===== src/hdl/fan_mf_pkg.sv =====
/*
 fan_mf_pkg: constants shared by the fan and master/follower selection block.
 assumes a 25 MHz system clock and a classic Wishbone register bus.
*/
package fan_mf_pkg;
	// ************************************************
	// register offsets (byte addresses)
	// ************************************************
	localparam logic [7:0] ADR_ROLE = 8'h00;
	localparam logic [7:0] ADR_CTRL_SRC = 8'h04;
	localparam logic [7:0] ADR_SPD_SRC = 8'h08;
	localparam logic [7:0] ADR_TRQ_SRC = 8'h0c;
	localparam logic [7:0] ADR_SCHEME = 8'h10;
	localparam logic [7:0] ADR_TRQ_SEL = 8'h14;
	localparam logic [7:0] ADR_FAN_WAIT = 8'h18;
	localparam logic [7:0] ADR_START_WAIT = 8'h1c;
	localparam logic [7:0] ADR_WIN_POS = 8'h20;
	localparam logic [7:0] ADR_WIN_NEG = 8'h24;
	localparam logic [7:0] ADR_STATUS = 8'h28;
	// ************************************************
	// codes
	// ************************************************
	localparam logic [1:0] ROLE_ALONE = 2'h0;
	localparam logic [1:0] ROLE_MASTER = 2'h1;
	localparam logic [1:0] ROLE_FOLLOWER = 2'h2;
	localparam logic [1:0] CSRC_FIELDBUS = 2'h0;
	localparam logic [1:0] SPD_OWN = 2'h0;
	localparam logic [1:0] SPD_MASTER_REF = 2'h1;
	localparam logic [1:0] SPD_MASTER_RAMP = 2'h2;
	localparam logic [1:0] TRQ_NONE = 2'h0;
	localparam logic [1:0] TRQ_MASTER = 2'h1;
	localparam logic [1:0] TRQ_FIELDBUS = 2'h2;
	localparam logic [1:0] TRQ_ANALOG = 2'h3;
	localparam logic [1:0] SCHEME_CLOSED = 2'h3;
	localparam logic [2:0] TSEL_WINDOW = 3'h5;
	// ************************************************
	// reset values and timing
	// ************************************************
	localparam int CLK_HZ = 25000000;
	localparam int TICK_US = 1000;
	localparam int TICK_CYC = CLK_HZ / 1000000 * TICK_US;
	localparam logic [15:0] TICK_LAST = 16'(TICK_CYC - 1);
	localparam logic [15:0] FAN_WAIT_RST = 16'h0000;
	localparam logic [15:0] START_WAIT_RST = 16'h0000;
	localparam logic [15:0] WIN_RST = 16'h0000;
endpackage


===== src/hdl/delay_count.sv =====
/*
 delay_count: reloading down-counter of millisecond ticks.
 assumes tick is a one-cycle pulse on the same clock.
*/
`timescale 1ns/100ps
module delay_count
(
	// clock and reset
	input wire logic I_MCLK,
	input wire logic I_RSTN,
	// control
	input wire logic i_tick,
	input wire logic i_arm,
	input wire logic [15:0] i_load,
	// result
	output logic o_done
);
	typedef struct packed
	{
		logic [15:0] cnt;
		logic done;
	} st_t;
	st_t st_q;
	st_t st_d;
	always_comb
	begin
		st_d = st_q;
		if (!i_arm)
		begin
			st_d.cnt = i_load;
			st_d.done = 1'b0;
		end
		else if (st_q.cnt == 16'h0000)
			st_d.done = 1'b1;
		else if (i_tick)
			st_d.cnt = st_q.cnt - 16'h0001;
	end
	always_ff @(posedge I_MCLK or negedge I_RSTN)
	begin
		if (!I_RSTN)
			st_q <= '0;
		else
			st_q <= st_d;
	end
	assign o_done = st_q.done;
endmodule // delay_count


===== src/hdl/fan_mf_select.sv =====
/*
 fan_mf_select: fan off-delay, drive role and follower source selection.
 assumes registers written over classic Wishbone, status inputs synchronous to I_MCLK.
*/
// Operation
// - fan output turns on immediately with a run request
// - fan turns off only after motor stops and off-delay elapses
// - role 0 stand-alone, 1 master, 2 follower
// - follower with control source 0 uses fieldbus command word
// - follower with control source 1..3 uses master internal command word
// - follower commanded by master starts once master runs and the start delay has elapsed
// - speed source 0: own reference from active control source
// - speed source 1: master first speed reference
// - speed source 2: master ramped reference, own ramp bypassed
// - follower waits start delay after master start; only in follower role
// - torque source 0 none, 1 master, 2 fieldbus, 3 analogue
// - open-loop schemes allow speed following only; torque needs code 3
// - window mode: torque control inside speed window, else speed control
`timescale 1ns/100ps
module fan_mf_select
(
	// clock and reset
	input wire logic I_MCLK,
	input wire logic I_RSTN,
	// wishbone slave
	input wire logic I_WB_CYC,
	input wire logic I_WB_STB,
	input wire logic I_WB_WE,
	input wire logic [7:0] I_WB_ADR,
	input wire logic [3:0] I_WB_SEL,
	input wire logic [31:0] I_WB_DAT,
	output logic [31:0] O_WB_DAT,
	output logic O_WB_ACK,
	// drive status
	input wire logic i_run_request,
	input wire logic i_motor_stopped,
	input wire logic i_master_running,
	// command words
	input wire logic [15:0] i_fieldbus_cmd,
	input wire logic [15:0] i_master_cmd,
	input wire logic [15:0] i_local_cmd,
	// speed references
	input wire logic [15:0] i_own_speed_ref,
	input wire logic [15:0] i_master_speed_ref1,
	input wire logic [15:0] i_master_used_speed_ref,
	input wire logic [15:0] i_measured_speed,
	// torque references
	input wire logic [15:0] i_master_torque_ref,
	input wire logic [15:0] i_fieldbus_torque_ref,
	input wire logic [15:0] i_analog_torque_ref,
	// outputs
	output logic O_FAN_ON,
	output logic O_RUN_ENABLE,
	output logic O_IS_MASTER,
	output logic O_IS_FOLLOWER,
	output logic [15:0] O_CMD_WORD,
	output logic [15:0] O_SPEED_REF,
	output logic O_RAMP_BYPASS,
	output logic [15:0] O_TORQUE_REF,
	output logic O_TORQUE_MODE
);
	// ************************************************
	// state
	// ************************************************
	typedef enum logic [2:0]
	{
		FAN_OFF = 3'b001,
		FAN_RUN = 3'b010,
		FAN_COAST = 3'b100
	} fan_t;
	typedef struct packed
	{
		logic [1:0] role;
		logic [1:0] ctrl_src;
		logic [1:0] spd_src;
		logic [1:0] trq_src;
		logic [1:0] scheme;
		logic [2:0] trq_sel;
		logic [15:0] fan_wait;
		logic [15:0] start_wait;
		logic [15:0] win_pos;
		logic [15:0] win_neg;
		logic [15:0] tick_cnt;
		logic tick;
		fan_t fan;
		logic [31:0] rdat;
		logic ack;
		logic fan_on;
		logic run_en;
		logic is_master;
		logic is_follower;
		logic [15:0] cmd;
		logic [15:0] spd;
		logic bypass;
		logic [15:0] trq;
		logic trq_mode;
	} st_t;
	st_t st_q;
	st_t st_d;
	logic fan_done;
	logic start_done;
	logic follower;
	logic by_master;
	logic torque_ok;
	logic in_window;
	logic [16:0] hi_lim;
	logic [16:0] lo_lim;
	assign follower = (st_q.role == fan_mf_pkg::ROLE_FOLLOWER);
	assign by_master = follower && (st_q.ctrl_src != fan_mf_pkg::CSRC_FIELDBUS);
	assign torque_ok = (st_q.scheme == fan_mf_pkg::SCHEME_CLOSED);
	assign hi_lim = {1'b0, st_q.spd} + {1'b0, st_q.win_pos};
	assign lo_lim = {1'b0, st_q.spd} - {1'b0, st_q.win_neg};
	assign in_window = ({1'b0, i_measured_speed} <= hi_lim)
		&& (lo_lim[16] || ({1'b0, i_measured_speed} >= lo_lim));
	// ************************************************
	// delay counters
	// ************************************************
	delay_count fan_delay
	(
		.I_MCLK(I_MCLK),
		.I_RSTN(I_RSTN),
		.i_tick(st_q.tick),
		.i_arm(st_q.fan == FAN_COAST && i_motor_stopped),
		.i_load(st_q.fan_wait),
		.o_done(fan_done)
	);
	delay_count start_delay
	(
		.I_MCLK(I_MCLK),
		.I_RSTN(I_RSTN),
		.i_tick(st_q.tick),
		.i_arm(follower && i_master_running),
		.i_load(st_q.start_wait),
		.o_done(start_done)
	);
	// ************************************************
	// next state
	// ************************************************
	always_comb
	begin
		st_d = st_q;
		st_d.ack = 1'b0;
		// tick generator
		st_d.tick = 1'b0;
		if (st_q.tick_cnt == fan_mf_pkg::TICK_LAST)
		begin
			st_d.tick_cnt = 16'h0000;
			st_d.tick = 1'b1;
		end
		else
			st_d.tick_cnt = st_q.tick_cnt + 16'h0001;
		// register bus
		if (I_WB_CYC && I_WB_STB && !st_q.ack)
		begin
			st_d.ack = 1'b1;
			st_d.rdat = 32'h00000000;
			if (I_WB_WE && I_WB_SEL[0])
			begin
				case (I_WB_ADR)
					fan_mf_pkg::ADR_ROLE: st_d.role = I_WB_DAT[1:0];
					fan_mf_pkg::ADR_CTRL_SRC: st_d.ctrl_src = I_WB_DAT[1:0];
					fan_mf_pkg::ADR_SPD_SRC: st_d.spd_src = I_WB_DAT[1:0];
					fan_mf_pkg::ADR_TRQ_SRC: st_d.trq_src = I_WB_DAT[1:0];
					fan_mf_pkg::ADR_SCHEME: st_d.scheme = I_WB_DAT[1:0];
					fan_mf_pkg::ADR_TRQ_SEL: st_d.trq_sel = I_WB_DAT[2:0];
					default: st_d.rdat = 32'h00000000;
				endcase
			end
			if (I_WB_WE && (I_WB_SEL[1:0] == 2'h3))
			begin
				case (I_WB_ADR)
					fan_mf_pkg::ADR_FAN_WAIT: st_d.fan_wait = I_WB_DAT[15:0];
					fan_mf_pkg::ADR_START_WAIT: st_d.start_wait = I_WB_DAT[15:0];
					fan_mf_pkg::ADR_WIN_POS: st_d.win_pos = I_WB_DAT[15:0];
					fan_mf_pkg::ADR_WIN_NEG: st_d.win_neg = I_WB_DAT[15:0];
					default: st_d.rdat = 32'h00000000;
				endcase
			end
			if (!I_WB_WE)
			begin
				case (I_WB_ADR)
					fan_mf_pkg::ADR_ROLE: st_d.rdat = {30'h0, st_q.role};
					fan_mf_pkg::ADR_CTRL_SRC: st_d.rdat = {30'h0, st_q.ctrl_src};
					fan_mf_pkg::ADR_SPD_SRC: st_d.rdat = {30'h0, st_q.spd_src};
					fan_mf_pkg::ADR_TRQ_SRC: st_d.rdat = {30'h0, st_q.trq_src};
					fan_mf_pkg::ADR_SCHEME: st_d.rdat = {30'h0, st_q.scheme};
					fan_mf_pkg::ADR_TRQ_SEL: st_d.rdat = {29'h0, st_q.trq_sel};
					fan_mf_pkg::ADR_FAN_WAIT: st_d.rdat = {16'h0, st_q.fan_wait};
					fan_mf_pkg::ADR_START_WAIT: st_d.rdat = {16'h0, st_q.start_wait};
					fan_mf_pkg::ADR_WIN_POS: st_d.rdat = {16'h0, st_q.win_pos};
					fan_mf_pkg::ADR_WIN_NEG: st_d.rdat = {16'h0, st_q.win_neg};
					fan_mf_pkg::ADR_STATUS: st_d.rdat = {25'h0, st_q.trq_mode,
						st_q.bypass, st_q.run_en, st_q.is_follower,
						st_q.is_master, st_q.fan_on, in_window};
					default: st_d.rdat = 32'h00000000;
				endcase
			end
		end
		// fan sequencing
		case (st_q.fan)
			FAN_OFF:
			begin
				if (i_run_request)
					st_d.fan = FAN_RUN;
			end
			FAN_RUN:
			begin
				if (!i_run_request)
					st_d.fan = FAN_COAST;
			end
			FAN_COAST:
			begin
				if (i_run_request)
					st_d.fan = FAN_RUN;
				else if (fan_done && i_motor_stopped)
					st_d.fan = FAN_OFF;
			end
			default: st_d.fan = FAN_OFF;
		endcase
		st_d.fan_on = (st_d.fan != FAN_OFF);
		// role decode
		st_d.is_master = (st_q.role == fan_mf_pkg::ROLE_MASTER);
		st_d.is_follower = follower;
		// command source
		if (follower && !by_master)
		begin
			st_d.cmd = i_fieldbus_cmd;
			st_d.run_en = i_run_request && start_done;
		end
		else if (by_master)
		begin
			st_d.cmd = i_master_cmd;
			st_d.run_en = i_master_running && start_done;
		end
		else
		begin
			st_d.cmd = i_local_cmd;
			st_d.run_en = i_run_request;
		end
		// speed reference, master ignores speed source
		st_d.bypass = 1'b0;
		if (!follower)
			st_d.spd = i_own_speed_ref;
		else
		begin
			case (st_q.spd_src)
				fan_mf_pkg::SPD_OWN: st_d.spd = i_own_speed_ref;
				fan_mf_pkg::SPD_MASTER_REF: st_d.spd = i_master_speed_ref1;
				fan_mf_pkg::SPD_MASTER_RAMP:
				begin
					st_d.spd = i_master_used_speed_ref;
					st_d.bypass = 1'b1;
				end
				default: st_d.spd = i_own_speed_ref;
			endcase
		end
		// torque reference, closed loop only
		if (!torque_ok)
			st_d.trq = 16'h0000;
		else
		begin
			case (st_q.trq_src)
				fan_mf_pkg::TRQ_NONE: st_d.trq = 16'h0000;
				fan_mf_pkg::TRQ_MASTER: st_d.trq = i_master_torque_ref;
				fan_mf_pkg::TRQ_FIELDBUS: st_d.trq = i_fieldbus_torque_ref;
				fan_mf_pkg::TRQ_ANALOG: st_d.trq = i_analog_torque_ref;
				default: st_d.trq = 16'h0000;
			endcase
		end
		// torque mode per selection
		if (!torque_ok)
			st_d.trq_mode = 1'b0;
		else if (st_q.trq_sel == fan_mf_pkg::TSEL_WINDOW)
			st_d.trq_mode = in_window;
		else
			st_d.trq_mode = (st_q.trq_sel != 3'h0) && (st_q.trq_sel != 3'h1);
	end
	// ************************************************
	// registers
	// ************************************************
	always_ff @(posedge I_MCLK or negedge I_RSTN)
	begin
		if (!I_RSTN)
		begin
			st_q <= '0;
			st_q.fan <= FAN_OFF;
			st_q.fan_wait <= fan_mf_pkg::FAN_WAIT_RST;
			st_q.start_wait <= fan_mf_pkg::START_WAIT_RST;
			st_q.win_pos <= fan_mf_pkg::WIN_RST;
			st_q.win_neg <= fan_mf_pkg::WIN_RST;
		end
		else
			st_q <= st_d;
	end
	assign O_WB_DAT = st_q.rdat;
	assign O_WB_ACK = st_q.ack;
	assign O_FAN_ON = st_q.fan_on;
	assign O_RUN_ENABLE = st_q.run_en;
	assign O_IS_MASTER = st_q.is_master;
	assign O_IS_FOLLOWER = st_q.is_follower;
	assign O_CMD_WORD = st_q.cmd;
	assign O_SPEED_REF = st_q.spd;
	assign O_RAMP_BYPASS = st_q.bypass;
	assign O_TORQUE_REF = st_q.trq;
	assign O_TORQUE_MODE = st_q.trq_mode;
	// ************************************************
	// checks
	// ************************************************
	a_fan_on_run: assert property (@(posedge I_MCLK) disable iff (!I_RSTN)
		i_run_request |=> ##1 O_FAN_ON) else $error("fan not on after run request");
	a_fan_off_stopped: assert property (@(posedge I_MCLK) disable iff (!I_RSTN)
		$fell(O_FAN_ON) |-> $past(i_motor_stopped) && $past(fan_done))
		else $error("fan off while moving");
	a_master_role: assert property (@(posedge I_MCLK) disable iff (!I_RSTN)
		st_q.role == fan_mf_pkg::ROLE_MASTER |=> O_IS_MASTER || $changed(st_q.role))
		else $error("master role not shown");
	a_fieldbus_cmd: assert property (@(posedge I_MCLK) disable iff (!I_RSTN)
		follower && st_q.ctrl_src == 2'h0 && $stable(st_q.ctrl_src) && $stable(st_q.role)
		|=> O_CMD_WORD == $past(i_fieldbus_cmd)) else $error("fieldbus word not used");
	a_master_cmd: assert property (@(posedge I_MCLK) disable iff (!I_RSTN)
		by_master && $stable(st_q.ctrl_src) && $stable(st_q.role)
		|=> O_CMD_WORD == $past(i_master_cmd)) else $error("master word not used");
	a_follow_start: assert property (@(posedge I_MCLK) disable iff (!I_RSTN)
		O_RUN_ENABLE && $past(by_master) |-> $past(i_master_running))
		else $error("follower ran without master");
	a_ramp_bypass: assert property (@(posedge I_MCLK) disable iff (!I_RSTN)
		O_RAMP_BYPASS |-> O_SPEED_REF == $past(i_master_used_speed_ref))
		else $error("bypass with wrong reference");
	a_open_loop: assert property (@(posedge I_MCLK) disable iff (!I_RSTN)
		!torque_ok && $stable(st_q.scheme) |=> !O_TORQUE_MODE && O_TORQUE_REF == 16'h0000)
		else $error("torque in open loop");
	a_bus_ack: assert property (@(posedge I_MCLK) disable iff (!I_RSTN)
		I_WB_CYC && I_WB_STB && !O_WB_ACK |=> O_WB_ACK) else $error("no bus ack");
	a_own_speed: assert property (@(posedge I_MCLK) disable iff (!I_RSTN)
		follower && st_q.spd_src == fan_mf_pkg::SPD_OWN
		|=> O_SPEED_REF == $past(i_own_speed_ref) && !O_RAMP_BYPASS)
		else $error("own speed reference not used");
	a_master_ref: assert property (@(posedge I_MCLK) disable iff (!I_RSTN)
		follower && st_q.spd_src == fan_mf_pkg::SPD_MASTER_REF
		|=> O_SPEED_REF == $past(i_master_speed_ref1) && !O_RAMP_BYPASS)
		else $error("master first reference not used");
	a_alone_run: assert property (@(posedge I_MCLK) disable iff (!I_RSTN)
		st_q.role != fan_mf_pkg::ROLE_FOLLOWER |=> O_RUN_ENABLE == $past(i_run_request))
		else $error("start delay applied outside follower role");
	a_window_mode: assert property (@(posedge I_MCLK) disable iff (!I_RSTN)
		torque_ok && st_q.trq_sel == fan_mf_pkg::TSEL_WINDOW
		|=> O_TORQUE_MODE == $past(in_window)) else $error("window mode wrong");
endmodule // fan_mf_select


===== config.mk =====
export PLATFORM = sky130hd
export DESIGN_NAME = fan_mf_select
export DESIGN_NICKNAME = d
export VERILOG_FILES = /design/src/hdl/fan_mf_pkg.sv /design/src/hdl/delay_count.sv /design/src/hdl/fan_mf_select.sv
export SDC_FILE = /design/constraint.sdc
export NUM_CORES = 1
export LEC_CHECK = 0
export ABC_AREA = 1
export BUFFER_PORTS_ARGS = -buffer_cell sky130_fd_sc_hd__buf_2
export CORE_ASPECT_RATIO = 0.75
export CORE_UTILIZATION = 55
export DETAILED_ROUTE_END_ITERATION = 16
export PLACE_DENSITY = 0.82
export SLEW_MARGIN = 10
export SYNTH_ARGS = -nofsm -noshare
export SYNTH_HDL_FRONTEND = slang
export SYNTH_SLANG_ARGS = --single-unit

===== constraint.sdc =====
create_clock -name I_MCLK -period 8.3 [get_ports I_MCLK]
set_input_delay 0.415 -clock I_MCLK [delete_from_list [all_inputs] [get_ports I_MCLK]]
set_output_delay 0.415 -clock I_MCLK [all_outputs]
set_load 0.005 [all_outputs]

# Yosys cells after proc, flatten, opt, wreduce, memory -nomap -nowiden

Index checks and enable logic that the tools add are counted.

Add/subtract/negate cells: 5
$lt $le $gt $ge: 2
Equal/unequal tests: 32
Mux-type cells: 30
Reduce and logical (&&, ||, !) cells: 34

Operators with widths:

| operator                                              | count |
|---|---|
| one-hot mux 16 bit (11 select lines)                  | 1 |
| two-way mux 16 bit                                    | 10 |
| one-hot mux 16 bit (4 select lines)                   | 1 |
| two-way mux 17 bit                                    | 2 |
| equality test 8 x 5 -> 1 bit, second input constant   | 4 |
| logical NOT 16 bit                                    | 2 |
| one-hot mux 16 bit (2 select lines)                   | 1 |
| subtractor 16 x 1 -> 16 bit, second input constant    | 2 |
| AND reduction 3 bit                                   | 10 |
| equality test 8 x 6 -> 1 bit, second input constant   | 3 |
| adder 16 x 16 -> 17 bit                               | 1 |
| >= comparator 16 x 17 -> 1 bit                        | 1 |
| less-or-equal comparator 16 x 17 -> 1 bit             | 1 |
| subtractor 16 x 16 -> 17 bit                          | 1 |
| adder 16 x 1 -> 16 bit, second input constant         | 1 |
| equality test 16 x 15 -> 1 bit, second input constant | 1 |
| equality test 8 x 4 -> 1 bit, second input constant   | 2 |
| logical AND 1 bit                                     | 13 |
| equality test 2 bit, second input constant            | 6 |
| two-way mux 3 bit                                     | 4 |
| != test 2 bit, second input constant                  | 6 |
| two-way mux 1 bit                                     | 10 |
| one-hot mux 3 bit (3 select lines)                    | 1 |
| equality test 8 x 3 -> 1 bit, second input constant   | 1 |
| 12 further kinds                                      | 18 |

Bits in registers: 202
Input bits: 212
Output and inout bits: 87
Logic and storage cells: 131

# Logic depth before layout (Yosys ltp)

Gate-level depths: netlist of run 1.

Depth in word-level cells: 6
Depth in mapped cells: 25
Depth with buffers taken out: 25

# Hierarchy

A second synthesis of run 1 with hierarchy kept.

Cell total of the unflattened synthesis: 1703
Area, all modules: 12882.4 um^2

By module, submodules not included:

| module        | times used | cells each | area an instance (um^2) | sequential area each (um^2) |
|---|---|---|---|---|
| fan_mf_select | 1          | 1295       | 10217.3                 | 4205.3 |
| delay_count   | 2          | 204        | 1332.5                  | 425.4 |

# Worst setup path before layout of run 1

Ideal clock, no wire load.

Path kind: reg2reg
Start: reg st_q (netlist bit O_SPEED_REF[0])
End: reg st_q (netlist bit O_WB_DAT[0])
Library setup time: 0.116 ns
Data arrival time: 2.964 ns
Data required time: 8.184 ns
Setup slack: 5.220 ns
Stages on the path, launching flop included: 23
Path buffers: 0
Clock period less this slack: 3.080 ns
Cells stage by stage: dfrtp_1 > inv_1 > ha_1 > inv_1 > fa_1 > nand3_1 > nand2_1 > a21oi_1 > o21ai_0 > nand2_1 > nand2_1 > a31oi_1 > xor2_1 > ha_1 > a21o_1 > a21oi_1 > o31ai_1 > nor2_1 > nand3_1 > nand3_1 > nand2_1 > nand2_1 > nand2_1

Word-level cells in the longest chain between the ends: 6
Elaborated cells between the ends (all ways): 8
Classes of those cells: 2 x add/sub; 2 x order compare; 2 x mux; 2 x reduce/logical

Ends and longest elaborated chain:

| item                                   | line                 | RTL |
|---|---|---|
| start: declaration                     | fan_mf_select.sv:98  | `st_t st_q;` |
| start signal: assignment               | fan_mf_select.sv:293 | `st_q <= st_d;` |
| subtractor 16 x 16 -> 17 bit           | fan_mf_select.sv:112 | `assign lo_lim = {1'b0, st_q.spd} - {1'b0, st_q.win_neg};` |
| >= comparator 16 x 17 -> 1 bit         | fan_mf_select.sv:114 | `&& (lo_lim[16] \|\| ({1'b0, i_measured_speed} >= lo_lim));` |
| logical OR 1 bit                       | fan_mf_select.sv:114 |  |
| logical AND 1 bit *                    | fan_mf_select.sv:114 |  |
| one-hot mux 16 bit (11 select lines) * | fan_mf_select.sv:181 | `case (I_WB_ADR)` |
| two-way mux 16 bit *                   | fan_mf_select.sv:179 | `if (!I_WB_WE)` |

Every way passes the cells marked *; elsewhere a longest branch is shown, timed or not.
A chain may end at the register's enable or synchronous reset.

# Worst setup path after layout of run 1

Ends and elaborated chain as after synthesis.

==> results of run 1 <==
## placed cells by master (no fill, tap or decap), types with 3 or more instances in the layout
cell type                     n
sky130_fd_sc_hd__a211oi_1     4
sky130_fd_sc_hd__a21boi_0     5
sky130_fd_sc_hd__a21o_1       5
sky130_fd_sc_hd__a21oi_1     63
sky130_fd_sc_hd__a221oi_1    29
sky130_fd_sc_hd__a22oi_1      6
sky130_fd_sc_hd__a31oi_1      7
sky130_fd_sc_hd__buf_2      263
sky130_fd_sc_hd__bufinv_16    3
sky130_fd_sc_hd__clkbuf_16   21
sky130_fd_sc_hd__clkbuf_8     6
sky130_fd_sc_hd__clkinv_2     6
sky130_fd_sc_hd__conb_1      16
sky130_fd_sc_hd__dfrtp_1    201
sky130_fd_sc_hd__ha_1        69
sky130_fd_sc_hd__inv_1      197
sky130_fd_sc_hd__inv_2        3
sky130_fd_sc_hd__nand2_1    385
sky130_fd_sc_hd__nand2_2      3
sky130_fd_sc_hd__nand3_1     71
sky130_fd_sc_hd__nand3b_1     5
sky130_fd_sc_hd__nand4_1     12
sky130_fd_sc_hd__nor2_1      90
sky130_fd_sc_hd__nor2_2       4
sky130_fd_sc_hd__nor3_1      13
sky130_fd_sc_hd__nor3_2       5
sky130_fd_sc_hd__nor4_1       7
sky130_fd_sc_hd__o211ai_1     6
sky130_fd_sc_hd__o21ai_0    135
sky130_fd_sc_hd__o21ai_1      8
sky130_fd_sc_hd__o21bai_1     3
sky130_fd_sc_hd__o221ai_1    10
sky130_fd_sc_hd__o22ai_1      8
sky130_fd_sc_hd__o22ai_2      3
sky130_fd_sc_hd__o31ai_1      3
sky130_fd_sc_hd__or2_2        4
sky130_fd_sc_hd__xnor2_1     19
sky130_fd_sc_hd__xor2_1      31
## worst paths after layout
check	start	endpoint	slack (ns)
min in group I_MCLK	i_fieldbus_cmd[13]	O_CMD_WORD[13]$_DFF_PN0_	0.12
setup reg to reg	O_SPEED_REF[0]$_DFF_PN0_	O_WB_DAT[0]$_DFFE_PN0P_	4.45
setup / recovery	O_SPEED_REF[0]$_DFF_PN0_	O_WB_DAT[0]$_DFFE_PN0P_	4.45
max in group asynchronous	I_RSTN	start_delay.st_q[14]$_DFFE_PN0P_	6.63
hold reg to reg	st_q[183]$_DFFE_PN0P_	O_IS_MASTER$_DFF_PN0_	0.46
hold / removal	I_RSTN	O_WB_DAT[12]$_DFFE_PN0P_	0.06
## sequential cells by signal, indices dropped and copies added (netlist names)
name and cells:
O_CMD_WORD 16, O_FAN_ON 1, O_IS_FOLLOWER 1, O_IS_MASTER 1, O_RAMP_BYPASS 1, O_RUN_ENABLE 1
O_SPEED_REF 16, O_TORQUE_MODE 1, O_TORQUE_REF 16, O_WB_ACK 1, O_WB_DAT 16, fan_delay.o_done 1
fan_delay.st_q 16, st_q 97, start_delay.o_done 1, start_delay.st_q 16
## area by class of cell
type                       count  area [µm²]  area share (%)
inverter                     201         754            5.37
clock buffer                  28         602            4.29
timing repair buffer         265        1340            9.53
multi-input combinational   1048        5790            41.3
sequential                   202        5060            36.0
clock inverter                10         129           0.918
tap                          294         368            2.62
## Yosys cell counts, types with 2 or more instances
library cell | instances | area share, %
sky130_fd_sc_hd__o21ai_0 | 135 | 5.5
sky130_fd_sc_hd__xnor2_1 | 19 | 1.4
sky130_fd_sc_hd__nor4_2 | 2 | 0.20
sky130_fd_sc_hd__a21oi_1 | 63 | 2.6
sky130_fd_sc_hd__o22ai_2 | 3 | 0.30
sky130_fd_sc_hd__clkbuf_1 | 34 | 1.0
sky130_fd_sc_hd__a22oi_1 | 6 | 0.37
sky130_fd_sc_hd__o21ai_1 | 8 | 0.32
sky130_fd_sc_hd__nand2_1 | 385 | 12
sky130_fd_sc_hd__dfrtp_1 | 201 | 41
sky130_fd_sc_hd__inv_2 | 3 | 0.091
sky130_fd_sc_hd__o221ai_1 | 10 | 0.71
sky130_fd_sc_hd__a211oi_1 | 4 | 0.24
sky130_fd_sc_hd__buf_6 | 2 | 0.18
sky130_fd_sc_hd__ha_1 | 69 | 7.0
sky130_fd_sc_hd__o22ai_1 | 8 | 0.41
sky130_fd_sc_hd__xor2_1 | 31 | 2.2
sky130_fd_sc_hd__nand2_2 | 3 | 0.15
sky130_fd_sc_hd__nor3_1 | 13 | 0.53
sky130_fd_sc_hd__nand4_1 | 12 | 0.61
sky130_fd_sc_hd__nor4_1 | 7 | 0.36
sky130_fd_sc_hd__or2_2 | 4 | 0.20
sky130_fd_sc_hd__nand3b_1 | 5 | 0.30
sky130_fd_sc_hd__nor2_1 | 91 | 2.8
sky130_fd_sc_hd__nor3_2 | 5 | 0.41
sky130_fd_sc_hd__o21ai_2 | 2 | 0.14
sky130_fd_sc_hd__o211ai_1 | 6 | 0.37
sky130_fd_sc_hd__nand3_1 | 71 | 2.9
sky130_fd_sc_hd__o21bai_1 | 3 | 0.18
sky130_fd_sc_hd__a21o_1 | 5 | 0.30
sky130_fd_sc_hd__buf_2 | 3 | 0.12
sky130_fd_sc_hd__inv_1 | 197 | 6.0
sky130_fd_sc_hd__a31oi_1 | 7 | 0.36
sky130_fd_sc_hd__a21boi_0 | 5 | 0.30
sky130_fd_sc_hd__a221oi_1 | 29 | 2.1
sky130_fd_sc_hd__o2111ai_1 | 2 | 0.14
sky130_fd_sc_hd__buf_1 | 2 | 0.061
sky130_fd_sc_hd__nor2_2 | 3 | 0.15
sky130_fd_sc_hd__fa_1 | 2 | 0.32
sky130_fd_sc_hd__buf_4 | 81 | 4.9
sky130_fd_sc_hd__o31ai_1 | 3 | 0.18
sky130_fd_sc_hd__o21a_1 | 2 | 0.12
## where the power goes
group	switching, mW	internal, mW
Combinational	0.177	0.116
Sequential	0.0219	1.01
Clock	0.397	0.603
## cells by family (layout without fill, tap and decap cells)
group | Yosys count | after routing | synth area share (%)
compound gates | 305 | 305 | 14.9
xor+xnor | 50 | 50 | 3.55
fa+ha+maj | 71 | 71 | 7.33
buf+inv | 323 | 504 | 12.5
flops | 202 | 202 | 41.0
mux | 1 | 1 | 0.0812
other cells | 1 | 16 | 0.0304
simple gates | 605 | 605 | 20.6
## per-layer routing
metal	vias to the layer above	share of wire [%]
met4	0	2.1
met2	441	44
met5	-	0
met3	50	9.4
met1	5408	45
li1	5392	-
==> impl_metrics.env, run 1 <==
export IMPL_route_antenna_remaining_nets=0
export IMPL_area_growth_syn_to_layout_pct=13.9
export IMPL_drt_pass1_iter_count=7
export IMPL_place_ws_ns=4.55
export IMPL_count_of_inserted_antenna_diode_cells=0
export IMPL_grt_start_max_net_pins=120
export IMPL_critical_path_most_common_cell="sky130_fd_sc_hd__nand2_1"
export IMPL_fill_cells=1926
export IMPL_critical_path_cell_chain="inv_1 > ha_1 > inv_1 > fa_1 > nand3_1 > nand2_1 > a21oi_1 > o21ai_0 > nand2_1 > nand2_1 > a31oi_1 > xor2_1 > ha_1 > a21o_1 > a21oi_1 > o31ai_1 > nor2_1 > nand3_1 > nand3_1 > nand2_1 > nand2_1 > nand2_1"
export IMPL_use_met1_pct=44.0
export IMPL_met2_usage_pct=43.3
export IMPL_reg2reg_depth=22
export IMPL_antenna_found_initial=0
export IMPL_post_synth_instance_area_um2=12300
export IMPL_cts_tree="yes"
export IMPL_fin_hold_ws_ns=0.0554
export IMPL_final_net_count=2022
export IMPL_globalRouteOverflowTotal=0
export IMPL_cp_data_required_time_ns=8.69
export IMPL_postSynthRegisterBits=202
export IMPL_clkSinkCount=202
export IMPL_drt_iter0_markers=1047
export IMPL_row_count=47
export IMPL_vias=11300
export IMPL_port_buffers=264
export IMPL_timing_slew_headroom_pct=30.6
export IMPL_synth_yosys_warnings=0
export IMPL_post_cts_hold_buffer_count=0
export IMPL_postSynthCellCount=1558
export IMPL_totalWireLength_um=34300
export IMPL_post_cts_repair_setup_buffers=0
export IMPL_worstSkewPairLatency_ns=0.50
export IMPL_place_congestion=0.976
export IMPL_setup_viols_final=0
export IMPL_synth_yosys_seq_area_share_pct=41.0
export IMPL_synth_enable_flop_cells=0
export IMPL_postCtsResizedCells=0
export IMPL_final_area_um2=14000
export IMPL_power_density_nw_per_um2=165
export IMPL_worstMarginPinSlew_ns=1.04
export IMPL_final_layout_size_suffix_gt1_share_pct=18.9
export IMPL_finalWorstPathRequiredPeriod_ns=3.85
export IMPL_ys_flop_type="sky130_fd_sc_hd__dfrtp_1"
export IMPL_endpoint_class_of_the_critical_path="register"
export IMPL_total_cts_buffers=21
export IMPL_start_util_pct=56.0
export IMPL_final_util_pct=63.8
export IMPL_drt_drc_violations_left=0
export IMPL_path_buf_inv=2
export IMPL_cts_htree_levels=1
export IMPL_finalNonFillerCells=2048
export IMPL_timing_clock_skew_ns=0.00874
export IMPL_first_pass_grt_wire_length_um=54000
export IMPL_gr_usage_met3_pct=7.29
export IMPL_hold_violations=0
export IMPL_clock_tree_root_cell="sky130_fd_sc_hd__clkbuf_16"
export IMPL_slowest_stage_cell_on_the_critical_path="sky130_fd_sc_hd__dfrtp_1"
export IMPL_ys_async_sr_fraction_pct=100
export IMPL_drv_cap=0
export IMPL_syn_area_per_cell_um2=7.91
export IMPL_criticalPathCategory="register to register"
export IMPL_timing_critical_path_fanout_max=3
export IMPL_rsz0062_at_grt="false"
export IMPL_die_area_um2=23000
export IMPL_place_detailed_hpwl_um=26400
export IMPL_die_width_um=175
export IMPL_path_clk_slew_ns=0.06
export IMPL_grt_pass1_vias=10400
export IMPL_maxClockFrequency_mhz=260
export IMPL_timing_critical_path_from_type="register"
export IMPL_outcome="finished, final reports clean"
export IMPL_groute_usage_overall_pct=29.7
export IMPL_cts_root_to_sink_buffers=3
export IMPL_viasPerCell=5.51
export IMPL_hold_path_class="input pin to asynchronous set/reset pin"
export IMPL_vdd_ir_drop_max_v=0.000191
export IMPL_total_power_mw=2.32
export IMPL_post_dp_cell_area_um2=13300
export IMPL_timing_critical_path_depth=22
export IMPL_route_detailed_wl_per_inst_um=16.7
export IMPL_die_height_um=132
export IMPL_ios=299
export IMPL_drv_slew=0
export IMPL_largest_delay_share_family_worst_path="simple AND/OR/NAND/NOR gates"
export IMPL_fin_setup_tns_ns=0
export IMPL_place_detailed_instances=2010
export IMPL_crit_path_max_incr_delay_ns=0.43
export IMPL_final_critical_path_setup_slack_ns=4.45
export IMPL_critical_path_data_arrival_time_ns=4.24
export IMPL_core_area_um2=22000
export IMPL_synthDistinctLibCells=54
export IMPL_layout_worst_path_cycle_share_pct=46.4
export IMPL_top_usage_layer="met1"
export IMPL_total_leakage_power_nw=7.43
No activity file was read; power rests on OpenSTA's default activity.
==> run 2, diff against run 1 <==
Settings changed: ABC_AREA 1 to 0, CORE_UTILIZATION 55 to 54, PLACE_DENSITY 0.82 to 0.81.
Clock period 8.3 ns to 3.78 ns, I/O delays scaled along.
==> impl_metrics.env, run 2 <==
export IMPL_outcome="finished, final reports clean"
export IMPL_worstMarginPinSlew_ns=1.25
export IMPL_drt_drc_violations_left=0
export IMPL_layout_worst_path_cycle_share_pct=98.9
export IMPL_synth_yosys_warnings=0
export IMPL_post_synth_simple_gate_area_pct=14.2
export IMPL_globalRouteOverflowTotal=0
export IMPL_finalWorstPathRequiredPeriod_ns=3.74
export IMPL_yosys_top_cells_count="201 x sky130_fd_sc_hd__dfrtp_1, 104 x sky130_fd_sc_hd__nor2_1, 98 x sky130_fd_sc_hd__nand2_1, 81 x sky130_fd_sc_hd__buf_4, 77 x sky130_fd_sc_hd__mux2_2"
export IMPL_timing_critical_path_from_type="register"
export IMPL_synthDistinctLibCells=72
export IMPL_first_pass_grt_wire_length_um=54200
export IMPL_core_area_um2=21500
export IMPL_final_layout_size_suffix_gt1_share_pct=29.2
export IMPL_totalWireLength_um=34100
export IMPL_maxClockFrequency_mhz=268
export IMPL_gr_usage_met3_pct=4.92
export IMPL_netSwitchingPower_mw=1.24
export IMPL_reg2reg_slack_ns=0.04
export IMPL_post_synth_fa_ha_maj_area_fraction_pct=7.51
export IMPL_row_count=46
export IMPL_drv_slew=0
export IMPL_synth_enable_flop_cells=0
export IMPL_critical_path_most_common_cell="sky130_fd_sc_hd__a21o_1"
export IMPL_timing_critical_path_fanout_max=3
export IMPL_vias=10600
export IMPL_timing_clock_skew_ns=0.0142
export IMPL_ys_async_sr_fraction_pct=100
export IMPL_vdd_ir_drop_max_v=0.000292
export IMPL_met2_usage_pct=48.2
export IMPL_synth_top_area_share_pct=41.8
export IMPL_clkSinkCount=202
export IMPL_crit_path_start="st_q[123]$_DFFE_PN0P_"
export IMPL_main_combinational_cell_family_by_area_after_synthesis="compound AO/OA/AOI/OAI gates"
export IMPL_final_util_pct=69.1
export IMPL_power_frac_clock_pct=42.5
export IMPL_power_combinational_fraction_pct=12.1
export IMPL_syn_area_per_cell_um2=9.90
export IMPL_synthTopCellsByArea="sky130_fd_sc_hd__dfrtp_1 42%, sky130_fd_sc_hd__mux2_2 7.2%, sky130_fd_sc_hd__ha_1 7.2%"
export IMPL_path_clk_slew_ns=0.06
export IMPL_largest_register="st_q"
export IMPL_fin_setup_tns_ns=0
export IMPL_cp_data_required_time_ns=4.20
export IMPL_post_synth_instance_area_um2=12000
export IMPL_hold_violations=0
export IMPL_most_common_cell_after_layout_fill_and_taps_aside="sky130_fd_sc_hd__buf_2"
export IMPL_layout_cells_most_common_list="263 x sky130_fd_sc_hd__buf_2, 201 x sky130_fd_sc_hd__dfrtp_1, 102 x sky130_fd_sc_hd__nor2_1"
export IMPL_drv_cap=0
export IMPL_use_met1_pct=39.7
export IMPL_die_height_um=131
export IMPL_endpoint_class_of_the_critical_path="register"
export IMPL_ys_flop_type="sky130_fd_sc_hd__dfrtp_1"
export IMPL_switching_share_pct=25.0
export IMPL_timing_slew_headroom_pct=16.3
export IMPL_worst_r2r_startpoint="st_q[123]$_DFFE_PN0P_"
export IMPL_drt_iter0_markers=937
export IMPL_groute_usage_overall_pct=29.3
export IMPL_cts_root_to_sink_buffers=3
export IMPL_synth_top_cell_by_area="sky130_fd_sc_hd__dfrtp_1"
export IMPL_port_buffers=264
export IMPL_area_growth_syn_to_layout_pct=23.3
export IMPL_worstSkewPairLatency_ns=0.50
export IMPL_total_leakage_power_nw=7.23
export IMPL_route_detailed_wl_per_inst_um=18.9
export IMPL_viasPerCell=5.86
export IMPL_power_density_nw_per_um2=335
export IMPL_start_util_pct=56.0
export IMPL_ios=299
export IMPL_worst_hold_launch="i_master_speed_ref1[14]"
export IMPL_setup_viols_final=0
export IMPL_place_detailed_hpwl_um=23900
export IMPL_synth_compound_area_share_pct=15.0
export IMPL_criticalPathCategory="register to register"
export IMPL_critical_path_data_arrival_time_ns=4.16
export IMPL_post_dp_cell_area_um2=13200
export IMPL_cts_tree="yes"
export IMPL_die_width_um=174
export IMPL_top_usage_layer="met2"
export IMPL_route_antenna_remaining_nets=0
export IMPL_slowest_stage_cell_on_the_critical_path="sky130_fd_sc_hd__dfrtp_1"
export IMPL_seq_power_share_pct=45.4
export IMPL_hold_path_class="input pin to register"
export IMPL_max_reg_flops=97
export IMPL_synth_yosys_seq_area_share_pct=42.0
export IMPL_synthXorXnorAreaFrac_pct=4.59
export IMPL_cts_htree_levels=1
export IMPL_crit_path_max_incr_delay_ns=0.41
export IMPL_power_internal_mw=3.72
export IMPL_drt_pass1_iter_count=6
export IMPL_clock_tree_root_cell="sky130_fd_sc_hd__clkbuf_16"
export IMPL_total_cts_buffers=21
export IMPL_grt_start_max_net_pins=88
export IMPL_post_synth_mux_area_share_pct=8.83
export IMPL_die_area_um2=22900
export IMPL_grt_pass1_vias=10500
export IMPL_antenna_found_initial=1
export IMPL_critical_path_cell_chain="ha_2 > inv_2 > fa_2 > nor2b_2 > o31ai_2 > nand2_1 > a21o_1 > a21o_1 > a21oi_2 > xor2_1 > ha_1 > buf_4 > a21oi_1 > o21ai_0 > a211oi_1 > o31ai_1 > o221ai_2 > nand4_1 > o21ai_1"
export IMPL_place_congestion=0.926
export IMPL_postSynthCellCount=1215
export IMPL_final_net_count=1784
export IMPL_final_area_um2=14800
export IMPL_postSynthRegisterBits=202
export IMPL_synth_most_common_cell="sky130_fd_sc_hd__dfrtp_1"
==> run 2: cell count changes after synthesis, sizes merged, moves of 10 or more <==
cell,previous run,this run
mux2i,1,18
nor3,18,28
nand2,389,99
nand3,71,21
a22oi,6,65
o22ai,11,0
a22o,0,15
inv,200,42
nor2b,0,15
xnor2,19,33
o21ai,145,73
a221oi,29,1
mux2,0,78
==> run 2: final cells by class <==
cell class | count | area [µm²]
clock buffer | 27 | 578
multi-input combinational | 861 | 6180
clock inverter | 11 | 120
inverter | 42 | 158
sequential | 202 | 5060
fill | 1588 | 6630
timing repair buffer | 373 | 2380
tap | 288 | 360
antenna | 1 | 2.50
==> run 2: cells by family after synthesis <==
| kind of cell | Yosys count |
|---|---|
| AO/OA/AOI/OAI | 272 |
| other | 1 |
| AND/OR/NAND/NOR | 343 |
| multiplexers | 96 |
| XOR/XNOR | 63 |
| buffers and inverters | 167 |
| adder cells (fa/ha/maj) | 71 |
| flip-flops | 202 |
==> run 2: path summary, 6_finish.rpt <==
| check | depth (start not counted) | endpoint |
|---|---|---|
| hold / removal | 3 | O_SPEED_REF[14]$_DFF_PN0_ |
| setup / recovery | 19 | O_TORQUE_MODE$_DFF_PN0_ |
| min in group asynchronous | 2 | st_q[168]$_DFFE_PN0P_ |
| hold reg to reg | 1 | st_q[91]$_DFF_PN0_ |
| max in group asynchronous | 3 | O_SPEED_REF[14]$_DFF_PN0_ |
| setup reg to reg | 19 | O_TORQUE_MODE$_DFF_PN0_ |
==> run 2: per-layer routing <==
| metal | up-vias | share of wire [%] |
|---|---|---|
| li1 | 4839 | - |
| met1 | 5142 | 41 |
| met2 | 512 | 48 |
| met3 | 80 | 8.2 |
| met4 | 0 | 2.7 |
| met5 | - | 0 |
==> run 2: worst max-delay path: cells and delay by family (launching register included) <==
| kind | cells | cell delay [ns] |
|---|---|---|
| compound gates | 10 | 1.89 |
| xor+xnor | 1 | 0.17 |
| fa+ha+maj | 3 | 0.69 |
| buf+inv | 2 | 0.21 |
| flops | 1 | 0.41 |
| simple gates | 3 | 0.29 |
==> run 2: power groups by stage <==
stage	clock [mW]	combinational [mW]	sequential, mW
2_1_floorplan	0	0.285	2.28
3_3_place_gp	0	0.487	2.29
3_5_place_dp	0	0.504	2.29
4_1_cts	2.14	0.580	2.25
5_1_grt	2.24	0.665	2.26
6_report	2.11	0.603	2.25
==> run 2: what timing repair did <==
item | in CTS | in global routing
endpoints found under the hold margin | 186 | 0
resized for setup | 2 | 14
endpoints found under the setup margin | 1 | 2
setup buffers | 0 | 6
hold buffers | 86 | 0
pin swaps | 0 | 18
==> run 2: through the flow <==
stage | cells | total power [mW] | hold WS (ns) | setup slack [ns]
floorplan | 1230 | 2.56 | -0.107 | 0.555
global placement | 1674 | 2.78 | 0.277 | 0.195
detailed placement | 1674 | 2.79 | 0.281 | 0.00591
CTS | 1798 | 4.97 | 0.0137 | 0.0388
global route | 1805 | 5.16 | 0.0164 | -0.102
finish | 1805 | 4.96 | 0.0219 | 0.0417
